**src/sls_pkg.sv**
```systemverilog
// Purpose: shared constants and carriers for the status indicator and strap latch block
// Assumes: five copper ports, core clock of 125 MHz
// Notes:   all strap defaults follow the internal pull direction of each shared pin
package sls_pkg;

  localparam int SLS_PORTS = 5;

  // blink half period for activity and collision indication
  localparam int SLS_BLINK_MS      = 40;
  localparam int SLS_CLK_MHZ       = 125;
  localparam int SLS_BLINK_CYCLES  = SLS_BLINK_MS * 1000 * SLS_CLK_MHZ;
  localparam int SLS_BLINK_W       = 23;

  // serial clock divider for the configuration memory
  localparam int SLS_SCLK_DIV      = 64;
  localparam int SLS_SCLK_W        = 6;

  // strap reset values, the pull direction of each pin
  localparam logic SLS_BP_RST      = 1'b1;
  localparam logic SLS_AN_RST      = 1'b1;
  localparam logic SLS_XO_RST      = 1'b0;
  localparam logic SLS_LC_RST      = 1'b0;
  localparam logic SLS_AH_RST      = 1'b0;
  localparam logic SLS_AL_RST      = 1'b0;

  // dark level of every indicator, idle level of the memory data input
  localparam logic SLS_LED_OFF     = 1'b1;
  localparam logic SLS_RXD_RST     = 1'b1;

  // per-port line status as seen from the port logic
  typedef struct packed {
    logic [SLS_PORTS-1:0] link_up;
    logic [SLS_PORTS-1:0] activity;
    logic [SLS_PORTS-1:0] full_duplex;
    logic [SLS_PORTS-1:0] collision;
    logic [SLS_PORTS-1:0] speed_100;
  } sls_port_stat_t;

  // latched strap settings
  typedef struct packed {
    logic       backpressure_strap;
    logic       autoneg_strap;
    logic       crossover_strap;
    logic       led_color_strap;
    logic [1:0] chip_addr;
  } sls_straps_t;

endpackage

```
**src/sls_top.sv**
```systemverilog
// Purpose: active-low port indicators, strap capture at reset release, memory pin drive
// Assumes: pins synchronous to CLOCK; memory protocol engine drives the serial request inputs
// Notes:   duplex strap pins are read on the same wire that later carries the indicator; other straps come from tx enable and memory pins
`timescale 1ns/1ps
module sls_top
  import sls_pkg::*;
(
  // clock, reset, enable
  input  wire logic                        CLOCK,
  input  wire logic                        SYS_RST,
  input  wire logic                        CLK_EN,
  // port status from the switch core
  input  wire sls_pkg::sls_port_stat_t     PORT_STAT,
  // led pins, inputs carry the strap levels during reset
  input  wire logic [sls_pkg::SLS_PORTS-1:0] DUPLEX_COLLISION_LED_I,
  output logic      [sls_pkg::SLS_PORTS-1:0] LINK_ACTIVITY_LED,
  output logic      [sls_pkg::SLS_PORTS-1:0] DUPLEX_COLLISION_LED_O,
  output logic      [sls_pkg::SLS_PORTS-1:0] DUPLEX_COLLISION_LED_OE,
  output logic      [sls_pkg::SLS_PORTS-1:0] PORT_SPEED_LED,
  // lower address strap on the tx enable pin
  input  wire logic                        MII_TX_ENABLE_PIN_I,
  // configuration memory pins
  input  wire logic                        CFG_MEM_SERIAL_CLOCK_I,
  input  wire logic                        CFG_MEM_SERIAL_OUT_I,
  input  wire logic                        CFG_MEM_SERIAL_IN,
  output logic                             CFG_MEM_SELECT,
  output logic                             CFG_MEM_SELECT_OE,
  output logic                             CFG_MEM_SERIAL_CLOCK_O,
  output logic                             CFG_MEM_SERIAL_CLOCK_OE,
  output logic                             CFG_MEM_SERIAL_OUT_O,
  output logic                             CFG_MEM_SERIAL_OUT_OE,
  // serial request from the memory read engine
  input  wire logic                        MEM_REQ_SELECT,
  input  wire logic                        MEM_REQ_DATA,
  output logic                             MEM_RX_DATA,
  // latched settings
  output sls_pkg::sls_straps_t             STRAPS,
  output logic                             MEM_MASTER
);
  import sls_pkg::*;

  ////////////////////////////////////////////////////////////////////////////
  // blink timebase shared by all ports
  logic [SLS_BLINK_W-1:0] blink_cnt_q, blink_cnt_d;
  logic                   blink_q, blink_d;

  // one shared toggle keeps every port blinking in step, at the cost of phase freedom
  always_comb begin
    blink_cnt_d = blink_cnt_q + 1'b1;
    blink_d     = blink_q;
    if (blink_cnt_q == SLS_BLINK_W'(SLS_BLINK_CYCLES - 1)) begin
      blink_cnt_d = '0;
      blink_d     = ~blink_q;
    end
  end

  always_ff @(posedge CLOCK) begin
    if (SYS_RST) begin
      blink_cnt_q <= '0;
      blink_q     <= 1'b0;
    end else if (CLK_EN) begin
      blink_cnt_q <= blink_cnt_d;
      blink_q     <= blink_d;
    end
  end

  ////////////////////////////////////////////////////////////////////////////
  // strap capture
  logic        in_rst_q;
  sls_straps_t straps_q, straps_d;
  logic        master_q, master_d;

  // straps are taken from the pins in the first enabled cycle after reset release only
  always_comb begin
    straps_d = straps_q;
    master_d = master_q;
    if (in_rst_q) begin
      straps_d.backpressure_strap = DUPLEX_COLLISION_LED_I[2];
      straps_d.autoneg_strap      = DUPLEX_COLLISION_LED_I[0];
      straps_d.crossover_strap    = CFG_MEM_SERIAL_CLOCK_I;
      straps_d.led_color_strap    = CFG_MEM_SERIAL_OUT_I;
      straps_d.chip_addr          = {DUPLEX_COLLISION_LED_I[1],
                                     MII_TX_ENABLE_PIN_I};
      master_d = ~DUPLEX_COLLISION_LED_I[1] & ~MII_TX_ENABLE_PIN_I;
    end
  end

  always_ff @(posedge CLOCK) begin
    if (SYS_RST) begin
      in_rst_q <= 1'b1;
      straps_q <= '{SLS_BP_RST, SLS_AN_RST, SLS_XO_RST, SLS_LC_RST, {SLS_AH_RST, SLS_AL_RST}};
      master_q <= ~SLS_AH_RST & ~SLS_AL_RST;
    end else if (CLK_EN) begin
      in_rst_q <= 1'b0;
      straps_q <= straps_d;
      master_q <= master_d;
    end
  end

  ////////////////////////////////////////////////////////////////////////////
  // indicator outputs
  logic [SLS_PORTS-1:0] lnk_d, lnk_q, dup_d, dup_q, spd_d, spd_q, dup_oe_q;

  generate
    for (genvar p = 0; p < SLS_PORTS; p++) begin : g_port
      always_comb begin
        if (!PORT_STAT.link_up[p])
          lnk_d[p] = 1'b1;
        else if (PORT_STAT.activity[p])
          lnk_d[p] = blink_q;
        else
          lnk_d[p] = 1'b0;
        if (PORT_STAT.collision[p])
          dup_d[p] = blink_q;
        else
          dup_d[p] = ~PORT_STAT.full_duplex[p];
        spd_d[p] = ~PORT_STAT.speed_100[p];
      end
    end
  endgenerate

  // duplex pins are released during reset so the strap levels can be read
  always_ff @(posedge CLOCK) begin
    if (SYS_RST) begin
      lnk_q    <= {SLS_PORTS{SLS_LED_OFF}};
      dup_q    <= {SLS_PORTS{SLS_LED_OFF}};
      spd_q    <= {SLS_PORTS{SLS_LED_OFF}};
      dup_oe_q <= '0;
    end else if (CLK_EN) begin
      lnk_q    <= lnk_d;
      dup_q    <= dup_d;
      spd_q    <= spd_d;
      dup_oe_q <= {SLS_PORTS{~in_rst_q}};
    end
  end

  ////////////////////////////////////////////////////////////////////////////
  // configuration memory pins
  logic [SLS_SCLK_W-1:0] sclk_cnt_q, sclk_cnt_d;
  logic sclk_q, sclk_d, cs_q, cs_d, sdo_q, sdo_d, oe_q, rxd_q;

  // serial clock runs only while this device is memory master
  always_comb begin
    sclk_cnt_d = sclk_cnt_q + 1'b1;
    sclk_d     = sclk_q;
    if (sclk_cnt_q == SLS_SCLK_W'(SLS_SCLK_DIV / 2 - 1)) begin
      sclk_cnt_d = '0;
      sclk_d     = ~sclk_q & master_q;
    end
    cs_d  = MEM_REQ_SELECT & master_q;
    sdo_d = MEM_REQ_DATA;
  end

  // pins float while reset holds; when not master an external writer owns them
  always_ff @(posedge CLOCK) begin
    if (SYS_RST) begin
      sclk_cnt_q <= '0;
      sclk_q     <= 1'b0;
      cs_q       <= 1'b0;
      sdo_q      <= 1'b0;
      oe_q       <= 1'b0;
      rxd_q      <= SLS_RXD_RST;
    end else if (CLK_EN) begin
      sclk_cnt_q <= sclk_cnt_d;
      sclk_q     <= sclk_d;
      cs_q       <= cs_d;
      sdo_q      <= sdo_d;
      oe_q       <= ~in_rst_q & master_q;
      rxd_q      <= CFG_MEM_SERIAL_IN;
    end
  end

  ////////////////////////////////////////////////////////////////////////////
  // outputs
  assign LINK_ACTIVITY_LED       = lnk_q;
  assign DUPLEX_COLLISION_LED_O  = dup_q;
  assign DUPLEX_COLLISION_LED_OE = dup_oe_q;
  assign PORT_SPEED_LED          = spd_q;
  assign CFG_MEM_SELECT          = cs_q;
  assign CFG_MEM_SELECT_OE       = oe_q;
  assign CFG_MEM_SERIAL_CLOCK_O  = sclk_q;
  assign CFG_MEM_SERIAL_CLOCK_OE = oe_q;
  assign CFG_MEM_SERIAL_OUT_O    = sdo_q;
  assign CFG_MEM_SERIAL_OUT_OE   = oe_q;
  assign MEM_RX_DATA             = rxd_q;
  assign STRAPS                  = straps_q;
  assign MEM_MASTER              = master_q;

  ////////////////////////////////////////////////////////////////////////////
  // checks
  chk_link_off: assert property (@(posedge CLOCK) disable iff (SYS_RST)
    CLK_EN && !PORT_STAT.link_up[0] |=> LINK_ACTIVITY_LED[0])
    else $error("link led not dark without link");
  chk_link_idle: assert property (@(posedge CLOCK) disable iff (SYS_RST)
    CLK_EN && PORT_STAT.link_up[1] && !PORT_STAT.activity[1] |=> !LINK_ACTIVITY_LED[1])
    else $error("link led not lit on idle link");
  chk_dup_full: assert property (@(posedge CLOCK) disable iff (SYS_RST)
    CLK_EN && !PORT_STAT.collision[2] |=>
      DUPLEX_COLLISION_LED_O[2] == !$past(PORT_STAT.full_duplex[2]))
    else $error("duplex led wrong");
  chk_speed_led: assert property (@(posedge CLOCK) disable iff (SYS_RST)
    CLK_EN |=> PORT_SPEED_LED[3] == !$past(PORT_STAT.speed_100[3]))
    else $error("speed led wrong");
  chk_strap_hold: assert property (@(posedge CLOCK) disable iff (SYS_RST)
    !in_rst_q && !$past(in_rst_q) |-> $stable(STRAPS))
    else $error("straps changed after capture");
  chk_strap_take: assert property (@(posedge CLOCK) disable iff (SYS_RST)
    in_rst_q && CLK_EN |=> STRAPS.backpressure_strap == $past(DUPLEX_COLLISION_LED_I[2]))
    else $error("back pressure strap not captured");
  chk_master_sel: assert property (@(posedge CLOCK) disable iff (SYS_RST)
    !in_rst_q |-> MEM_MASTER == (STRAPS.chip_addr == 2'h0))
    else $error("master select disagrees with address");
  chk_pins_float: assert property (@(posedge CLOCK)
    SYS_RST |=> !CFG_MEM_SELECT_OE && !CFG_MEM_SERIAL_CLOCK_OE && !CFG_MEM_SERIAL_OUT_OE)
    else $error("memory pins driven in reset");
  chk_cs_slave: assert property (@(posedge CLOCK) disable iff (SYS_RST)
    !MEM_MASTER |=> !CFG_MEM_SELECT)
    else $error("select driven while not master");

endmodule // sls_top
```
**config.mk**
```make
export PLATFORM = sky130hd
export DESIGN_NAME = sls_top
export DESIGN_NICKNAME = d
export VERILOG_FILES = /design/src/sls_pkg.sv /design/src/sls_top.sv
export SDC_FILE = /design/constraint.sdc
export NUM_CORES = 1
export LEC_CHECK = 0
export ABC_AREA = 1
export BUFFER_PORTS_ARGS = -buffer_cell sky130_fd_sc_hd__buf_2
export CORE_MARGIN = 1.5
export CORE_UTILIZATION = 50
export DETAILED_ROUTE_END_ITERATION = 7
export PLACE_DENSITY = 0.74
export SLEW_MARGIN = 40
export SYNTH_ARGS = -nofsm -noshare
export SYNTH_HDL_FRONTEND = slang
export SYNTH_SLANG_ARGS = --single-unit
export TNS_END_PERCENT = 30
```
**constraint.sdc**
```tcl
create_clock -name CLOCK -period 1.84 [get_ports CLOCK]
set_input_delay 0.368 -clock CLOCK [delete_from_list [all_inputs] [get_ports CLOCK]]
set_output_delay 0.368 -clock CLOCK [all_outputs]
set_load 0.05 [all_outputs]
```
==> results of run 1 <==
-- area by class of cell --
cell class	count	area [um2]
Fill cell	489	1830
Multi-Input combinational cell	268	1280
Sequential cell	59	1180
Timing Repair Buffer	74	380
Clock buffer	10	138
Clock inverter	5	125
Inverter	30	118
Tap cell	70	87.6
-- routing by layer --
| metal | up-vias | share of wire, % | routed length [um] | GRT usage, % |
|---|---|---|---|---|
| met5 | - | 0 | 0 | 0 |
| met2 | 71 | 46 | 2750 | 36.8 |
| met1 | 1146 | 47 | 2800 | 26.0 |
| met3 | 8 | 5.3 | 318 | 5.15 |
| li1 | 1333 | - | - | - |
| met4 | 0 | 1.4 | 85 | 10.6 |
-- synthesized netlist by cell type (3+ instances only) --
cell      count
nand3_1      16
buf_2         3
inv_1        27
nand2_2       3
a211o_1       5
a21oi_1      32
xor2_1        4
o21ai_0      22
nor2_1       74
buf_4         7
or2_2         4
nor2_2        4
clkbuf_1      7
nand4_1       7
nand2_1      76
nor3_1        8
dfxtp_1      59
-- cell families (layout without fill, tap and decap cells) --
kind of cell	Yosys count	count (layout)
compound gates	63	63
xor+xnor	6	6
fa+ha+maj	2	2
buf+inv	47	119
flops	59	59
simple gates	197	197
-- how the worst min path moves through the flow --
stage | from | to | slack [ns] | depth (start not counted)
2_1_floorplan | in_rst_q | in_rst_q | 0.45 | 2
3_3_place_gp | MEM_RX_DATA | MEM_RX_DATA | 0.44 | 2
3_5_place_dp | LINK_ACTIVITY_LED[1] | LINK_ACTIVITY_LED[1] | 0.45 | 1
4_1_cts | PORT_STAT[1] | PORT_SPEED_LED[1] | 0.20 | 2
5_1_grt | PORT_STAT[4] | PORT_SPEED_LED[4] | 0.20 | 2
6_report | PORT_STAT[1] | PORT_SPEED_LED[1] | 0.21 | 2
-- critical path: cells and delay by family, from the launching register on --
kind,cells,cell delay [ns]
and+or+nand+nor,6,0.72
DFF,1,0.37
adders and majority gates,1,0.23
buffers and inverters,1,0.10
-- power by group --
group | total, mW | internal, mW | switching (mW)
Combinational | 0.405 | 0.110 | 0.295
Clock | 1.55 | 1.06 | 0.491
Sequential | 1.36 | 1.33 | 0.0294
Total | 3.32 | 2.50 | 0.815
-- stage by stage --
step | setup slack, ns | utilization (%) | instances | hold WS (ns) | total power, mW
4_1_cts | 0.302 | 64.4 | 516 | 0.198 | 3.35
6_report | 0.301 | 64.4 | 516 | 0.211 | 3.32
2_1_floorplan | 0.504 | - | 374 | 0.450 | 1.69
3_3_place_gp | 0.239 | 59.3 | 501 | 0.437 | 1.79
3_5_place_dp | 0.210 | 59.3 | 501 | 0.450 | 1.79
5_1_grt | 0.149 | 64.4 | 516 | 0.200 | 3.44
-- registers in the layout, indices dropped and copies added (netlist names), 5 cells and up --
signal	flops
DUPLEX_COLLISION_LED_O	5
LINK_ACTIVITY_LED	5
PORT_SPEED_LED	5
STRAPS	6
blink_cnt_q	23
sclk_cnt_q	6
==> results by group, run 1 <==
Yosys
  • Share of the synthesized area in the top cell type: ~44%
  • Post-synthesis cell area: 0.00267 mm2
  • Prevailing post-synth register cell: dfxtp_1
  • Cells after Synth: roughly 370
  • Seq/Total Area, Yosys: 44.2%
  • Flops & latches, synth: 59
  • Post-synthesis mux area share: 0%
  • Syn_area_per_cell: about 7.1 um2
  • Post-Synth XOR/XNOR Area: 1.97%
  • Area contributors post-synth: dfxtp_1 (44%), nand2_1 (11%), nor2_1 (10%)
  • Ys async rst share: 0%
  • Distinct cells, synth: 29
  • Synth warn: 0
  • Mapped Nets: just over 400
  • Synth Area in Compound Gates: 12.9%
  • Simple-gate share of the synthesized area: about 32%
  • Synth Area in Adders: 0.936%
  • Main combinational cell family by area after synthesis: simple AND/OR/NAND/NOR gates
  • Post-synth top area cell: dfxtp_1
  • Number of synthesized flops with an enable pin: 0

Timing
  • Max_slew headroom: approximately three quarters
  • RSZ-0062 raised after global routing: no
  • Setup Viol. Count Final: 0
  • Final Max Slew Viols: 0
  • Clk_skew: 0.00831 ns
  • Final hold violations: 0
  • Fin Setup TNS: 0 ns
  • Final worst path period share: between 80 and 90%
  • Least-Margin Pin Slew: 0.370 ns
  • Max Freq: 0.650 GHz
  • Tmin final: 1.54 ns

Clock tree
  • Latest clock arrival within the worst-skew pair: between 0.3 and 0.4 ns
  • Clk root buf: clkbuf_8
  • Cts hold-fix bufs: 0
  • Setup Buffers After CTS: 0
  • TritonCTS Buffers: 9
  • CTS tree: done
  • H-Tree Depth: 3
  • PostCTS Resize Cnt: 0
  • Max Root-Sink Buffers: 2
  • Clk slew on worst S/H paths: 0.07 ns
  • CTS Sinks: 59

GRT
  • Largest net degree at the start of global routing: 35
  • GR Util All Layers: 21.7%
  • First-pass GRT wire length: 10.2 mm
  • Grt ovf: 0
  • Vias in the first global route: 2,351
  • Initial antenna violation count: 0

Critical path
  • Crit path launch type: flip-flop
  • Arrival time at the worst endpoint: about 1.8 ns
  • CP Cell Sequence: ha_1 -> nand3_1 -> nor2_1 -> nand3_1 -> nand2_2 -> inv_4 -> nand2_1 -> nor2_1
  • Worst R2R End: blink_cnt_q[17]
  • Critical path origin: blink_cnt_q[0]
  • Setup crit end: blink_cnt_q[17]
  • WS Path Type: reg2reg
  • Reg2Reg Setup Slack: around 0.3 ns
  • Critical Path Slowest Stage Cell: dfxtp_1
  • Critical Path End Type: flip-flop
  • R2R depth: 8
  • Worst Path Max Fanout: 10
  • RR Startpoint: blink_cnt_q[0]
  • Worst path required time: 2.05 ns
  • CP max stage delay: ~0.37 ns

Floorplan
  • Die Ht: 76.1 um
  • Row count: 26
  • Die width: 76.1 um
  • Initial core utilization: 52.0%
  • Die area: 0.00580 mm2
  • I/O Pins: 73
  • Core ar.: 0.00514 mm2

Power
  • Power Density: 1000 mW/mm2
  • Leak: 1.47 nW
  • Maximum VDD drop: 0.879 mV

Routing
  • Antenna-violating nets left: 0
  • First drt pass iteration count: 6
  • Iter 0 DRT Violations: roughly 130
  • Final wirelength: 5.95 mm
  • DR vias/cell: a little under 5
  • DR vias: around 2,600
  • DR WL/cell: between 10 and 15 um
  • DRC viols: 0

Cells and area
  • Ant diodes: 0
  • Most common cell after layout, fill and taps aside: nand2_1
  • Share of cells above drive strength 1: between 20 and 25%
  • Synthesis-to-layout area growth: 23.8%
  • Final nets: between 400 and 500
  • Most frequent cells in the layout: nand2_1 (76), nor2_1 (74), buf_2 (70), dfxtp_1 (59), a21oi_1 (32)
  • Design Area, Final: ~0.0033 mm2

Placement
  • HPWL after DPL: around 4.3 mm
  • Post-DP Area: 0.00305 mm2
  • Port-buffer cells: 70
  • Gpl congestion: 0.946

Job
  • # Max-Cap Violations: 0

Outcome
  • Status: finished clean

Hold path
  • Hold/Removal Path Class: in2reg
No activity file was read; power rests on OpenSTA's default activity.
==> run 2: changes to the inputs <==
==> constraint.sdc (replaced) <==
create_clock -name CLOCK -period 1.55 [get_ports CLOCK]
set_input_delay 0.31 -clock CLOCK [delete_from_list [all_inputs] [get_ports CLOCK]]
set_output_delay 0.31 -clock CLOCK [all_outputs]
set_load 0.05 [all_outputs]
==> run 2 against run 1 <==
Against the previous run: cell count is 1.2% higher; clock skew is 0.0018 ns lower; first-iteration DRC count is 16% higher; sequential share of layout area is 0.53 points lower; combinational power is 22% higher; clock power is 12% higher; maximum frequency is 7.5% higher; setup slack worse by 0.18 ns; die area stayed put; sequential cell count stayed put; via count is 0.43% higher; register-to-register slack worse by 0.18 ns; critical path type unchanged; largest power group unchanged.
==> results by group, run 2 (same netlist as run 1, synthesis figures left out) <==
Outcome
  • Status: finished clean

Cells and area
  • Most common cell after layout, fill and taps aside: nand2_1
  • Synthesis-to-layout area growth: 25.8%
  • Top reg by flops: blink_cnt_q
  • Max FFs per register: 23
  • Ant diodes: 0
  • Most frequent cells in the layout: nand2_1 (76), nor2_1 (73), buf_2 (70), dfxtp_1 (58), a21oi_1 (32)
  • Final nets: 488
  • Share of cells above drive strength 1: about a quarter

Clock tree
  • CTS tree: done
  • H-Tree Depth: 3
  • Clk slew on worst S/H paths: ~0.070 ns
  • CTS Sinks: slightly below 60
  • Max Root-Sink Buffers: 2
  • Latest clock arrival within the worst-skew pair: 0.33 ns
  • TritonCTS Buffers: 9
  • Cts hold-fix bufs: 0
  • Clk root buf: clkbuf_8

Floorplan
  • Die area: 0.00580 mm2
  • Initial core utilization: 52.0%
  • Die width: 76.1 um
  • Row count: 26
  • Die Ht: roughly 76 um
  • I/O Pins: 73
  • Core ar.: 0.00514 mm2

Power
  • Sequential share of power: between 40% and 50%
  • P_int: approximately 2.8 mW
  • Clk pwr share: a little under half
  • Net Sw Frac: between 20% and 30%
  • Power Density: 1140 mW/mm2
  • Post-layout power: 3.84 mW
  • Combinational share of power: approximately 13%
  • Sw Pwr: 1.00 mW
  • Maximum VDD drop: roughly 1.0 mV
  • Leak: 1.50 nW

Placement
  • Port-buffer cells: 70
  • Gpl congestion: 0.914
  • HPWL after DPL: 4.22 mm
  • Pre-CTS setup slack: 0.0406 ns

Routing
  • DR WL/cell: 11.4 um
  • First drt pass iteration count: 4
  • DR vias/cell: 4.92
  • Antenna-violating nets left: 0
  • DR vias: 2,569
  • Iter 0 DRT Violations: 150
  • Final wirelength: between 5 and 6 mm
  • DRC viols: 0

GRT
  • First-pass GRT wire length: 10.1 mm
  • Initial antenna violation count: 0
  • Vias in the first global route: between 2,000 and 2,500
  • Grt ovf: 0
  • Largest net degree at the start of global routing: 41
  • GR Util All Layers: 21.6%

Timing
  • Clk_skew: 0.00650 ns
  • Setup Viol. Count Final: 0
  • RSZ-0062 raised after global routing: no
  • Final hold violations: 0
  • Max_slew headroom: 75.0%
  • Max Freq: 0.699 GHz
  • Least-Margin Pin Slew: around 0.37 ns
  • Final worst path period share: about 90%
  • Tmin final: 1.43 ns
  • Fin Setup TNS: 0 ns
  • Worst Setup Slack, final: 0.119 ns
  • Final Max Slew Viols: 0

Critical path
  • Crit path launch type: flip-flop
  • Arrival time at the worst endpoint: around 1.7 ns
  • Critical Path Slowest Stage Cell: dfxtp_1
  • WS Path Type: reg2reg
  • Worst Path Max Fanout: 10
  • CP most frequent cell: nor2_1
  • Critical Path End Type: flip-flop
  • CP Cell Sequence: ha_2 -> nand3_1 -> nor2_1 -> nand3_2 -> nand2_4 -> inv_4 -> nand2_1 -> nor2_1
  • CP max stage delay: 0.37 ns
  • Worst path required time: 1.77 ns

Hold path
  • Hold/Removal Path Class: in2reg

Job
  • # Max-Cap Violations: 0
## run 2: cell types whose count changed in the layout (fill, tap and decap cells not counted), sizes merged
cell    previous run  this run
bufinv             4         3
buf               74        79
clkinv             2         4
## run 2: layer usage
metal	global-route usage, %	vias up	share of wire, %
met5	0	-	0
met4	8.70	0	0.84
met3	5.87	4	6.7
met2	34.6	89	45
met1	27.5	1126	48
li1	-	1350	-
## run 2: power groups by stage
stage	Sequential, mW	Combinational (mW)	Clock, mW
floorplan	1.82	0.180	0
global placement	1.64	0.482	0
detailed placement	1.65	0.487	0
CTS	1.61	0.490	1.75
global route	1.62	0.532	1.83
finish	1.61	0.493	1.73
## run 2: worst max-delay path, delay by kind of cell (launching register included)
family	cells	cell delay, ns
and+or+nand+nor	6	0.66
DFF	1	0.37
adders and majority gates	1	0.22
buffers and inverters	1	0.08
## run 2: cell type report
| class | instances | area (um2) |
|---|---|---|
| well taps | 70 | 87.6 |
| flip-flops and latches | 59 | 1180 |
| repair buffers | 79 | 430 |
| multi-input cells | 268 | 1300 |
| inverters | 30 | 118 |
| fillers | 448 | 1780 |
| clock inverters | 6 | 113 |
| clock buffers | 10 | 138 |
## run 2: final timing paths
| path | from | end | slack [ns] | cells past startpoint |
|---|---|---|---|---|
| worst max-delay path | blink_cnt_q[1] | blink_cnt_q[17] | 0.12 | 8 |
| worst min-delay path | PORT_STAT[2] | PORT_SPEED_LED[2] | 0.15 | 2 |
| worst max register to register | blink_cnt_q[1] | blink_cnt_q[17] | 0.12 | 8 |
| worst min register to register | LINK_ACTIVITY_LED[3] | LINK_ACTIVITY_LED[3] | 0.46 | 1 |
## run 2: what timing repair did
item,4_1_cts,5_1_grt
setup buffers,0,4
resized for setup,0,5
endpoints found under the setup margin,0,11
## run 2: per-stage QoR
step | utilization (%) | instances | instance area [um2] | hold slack [ns]
global placement | 59.7 | 502 | 3070 | 0.437
floorplan | - | 374 | 2670 | 0.410
finish | 65.5 | 522 | 3360 | 0.154
CTS | 64.6 | 518 | 3320 | 0.145
detailed placement | 59.7 | 502 | 3070 | 0.448
global route | 65.5 | 522 | 3360 | 0.150
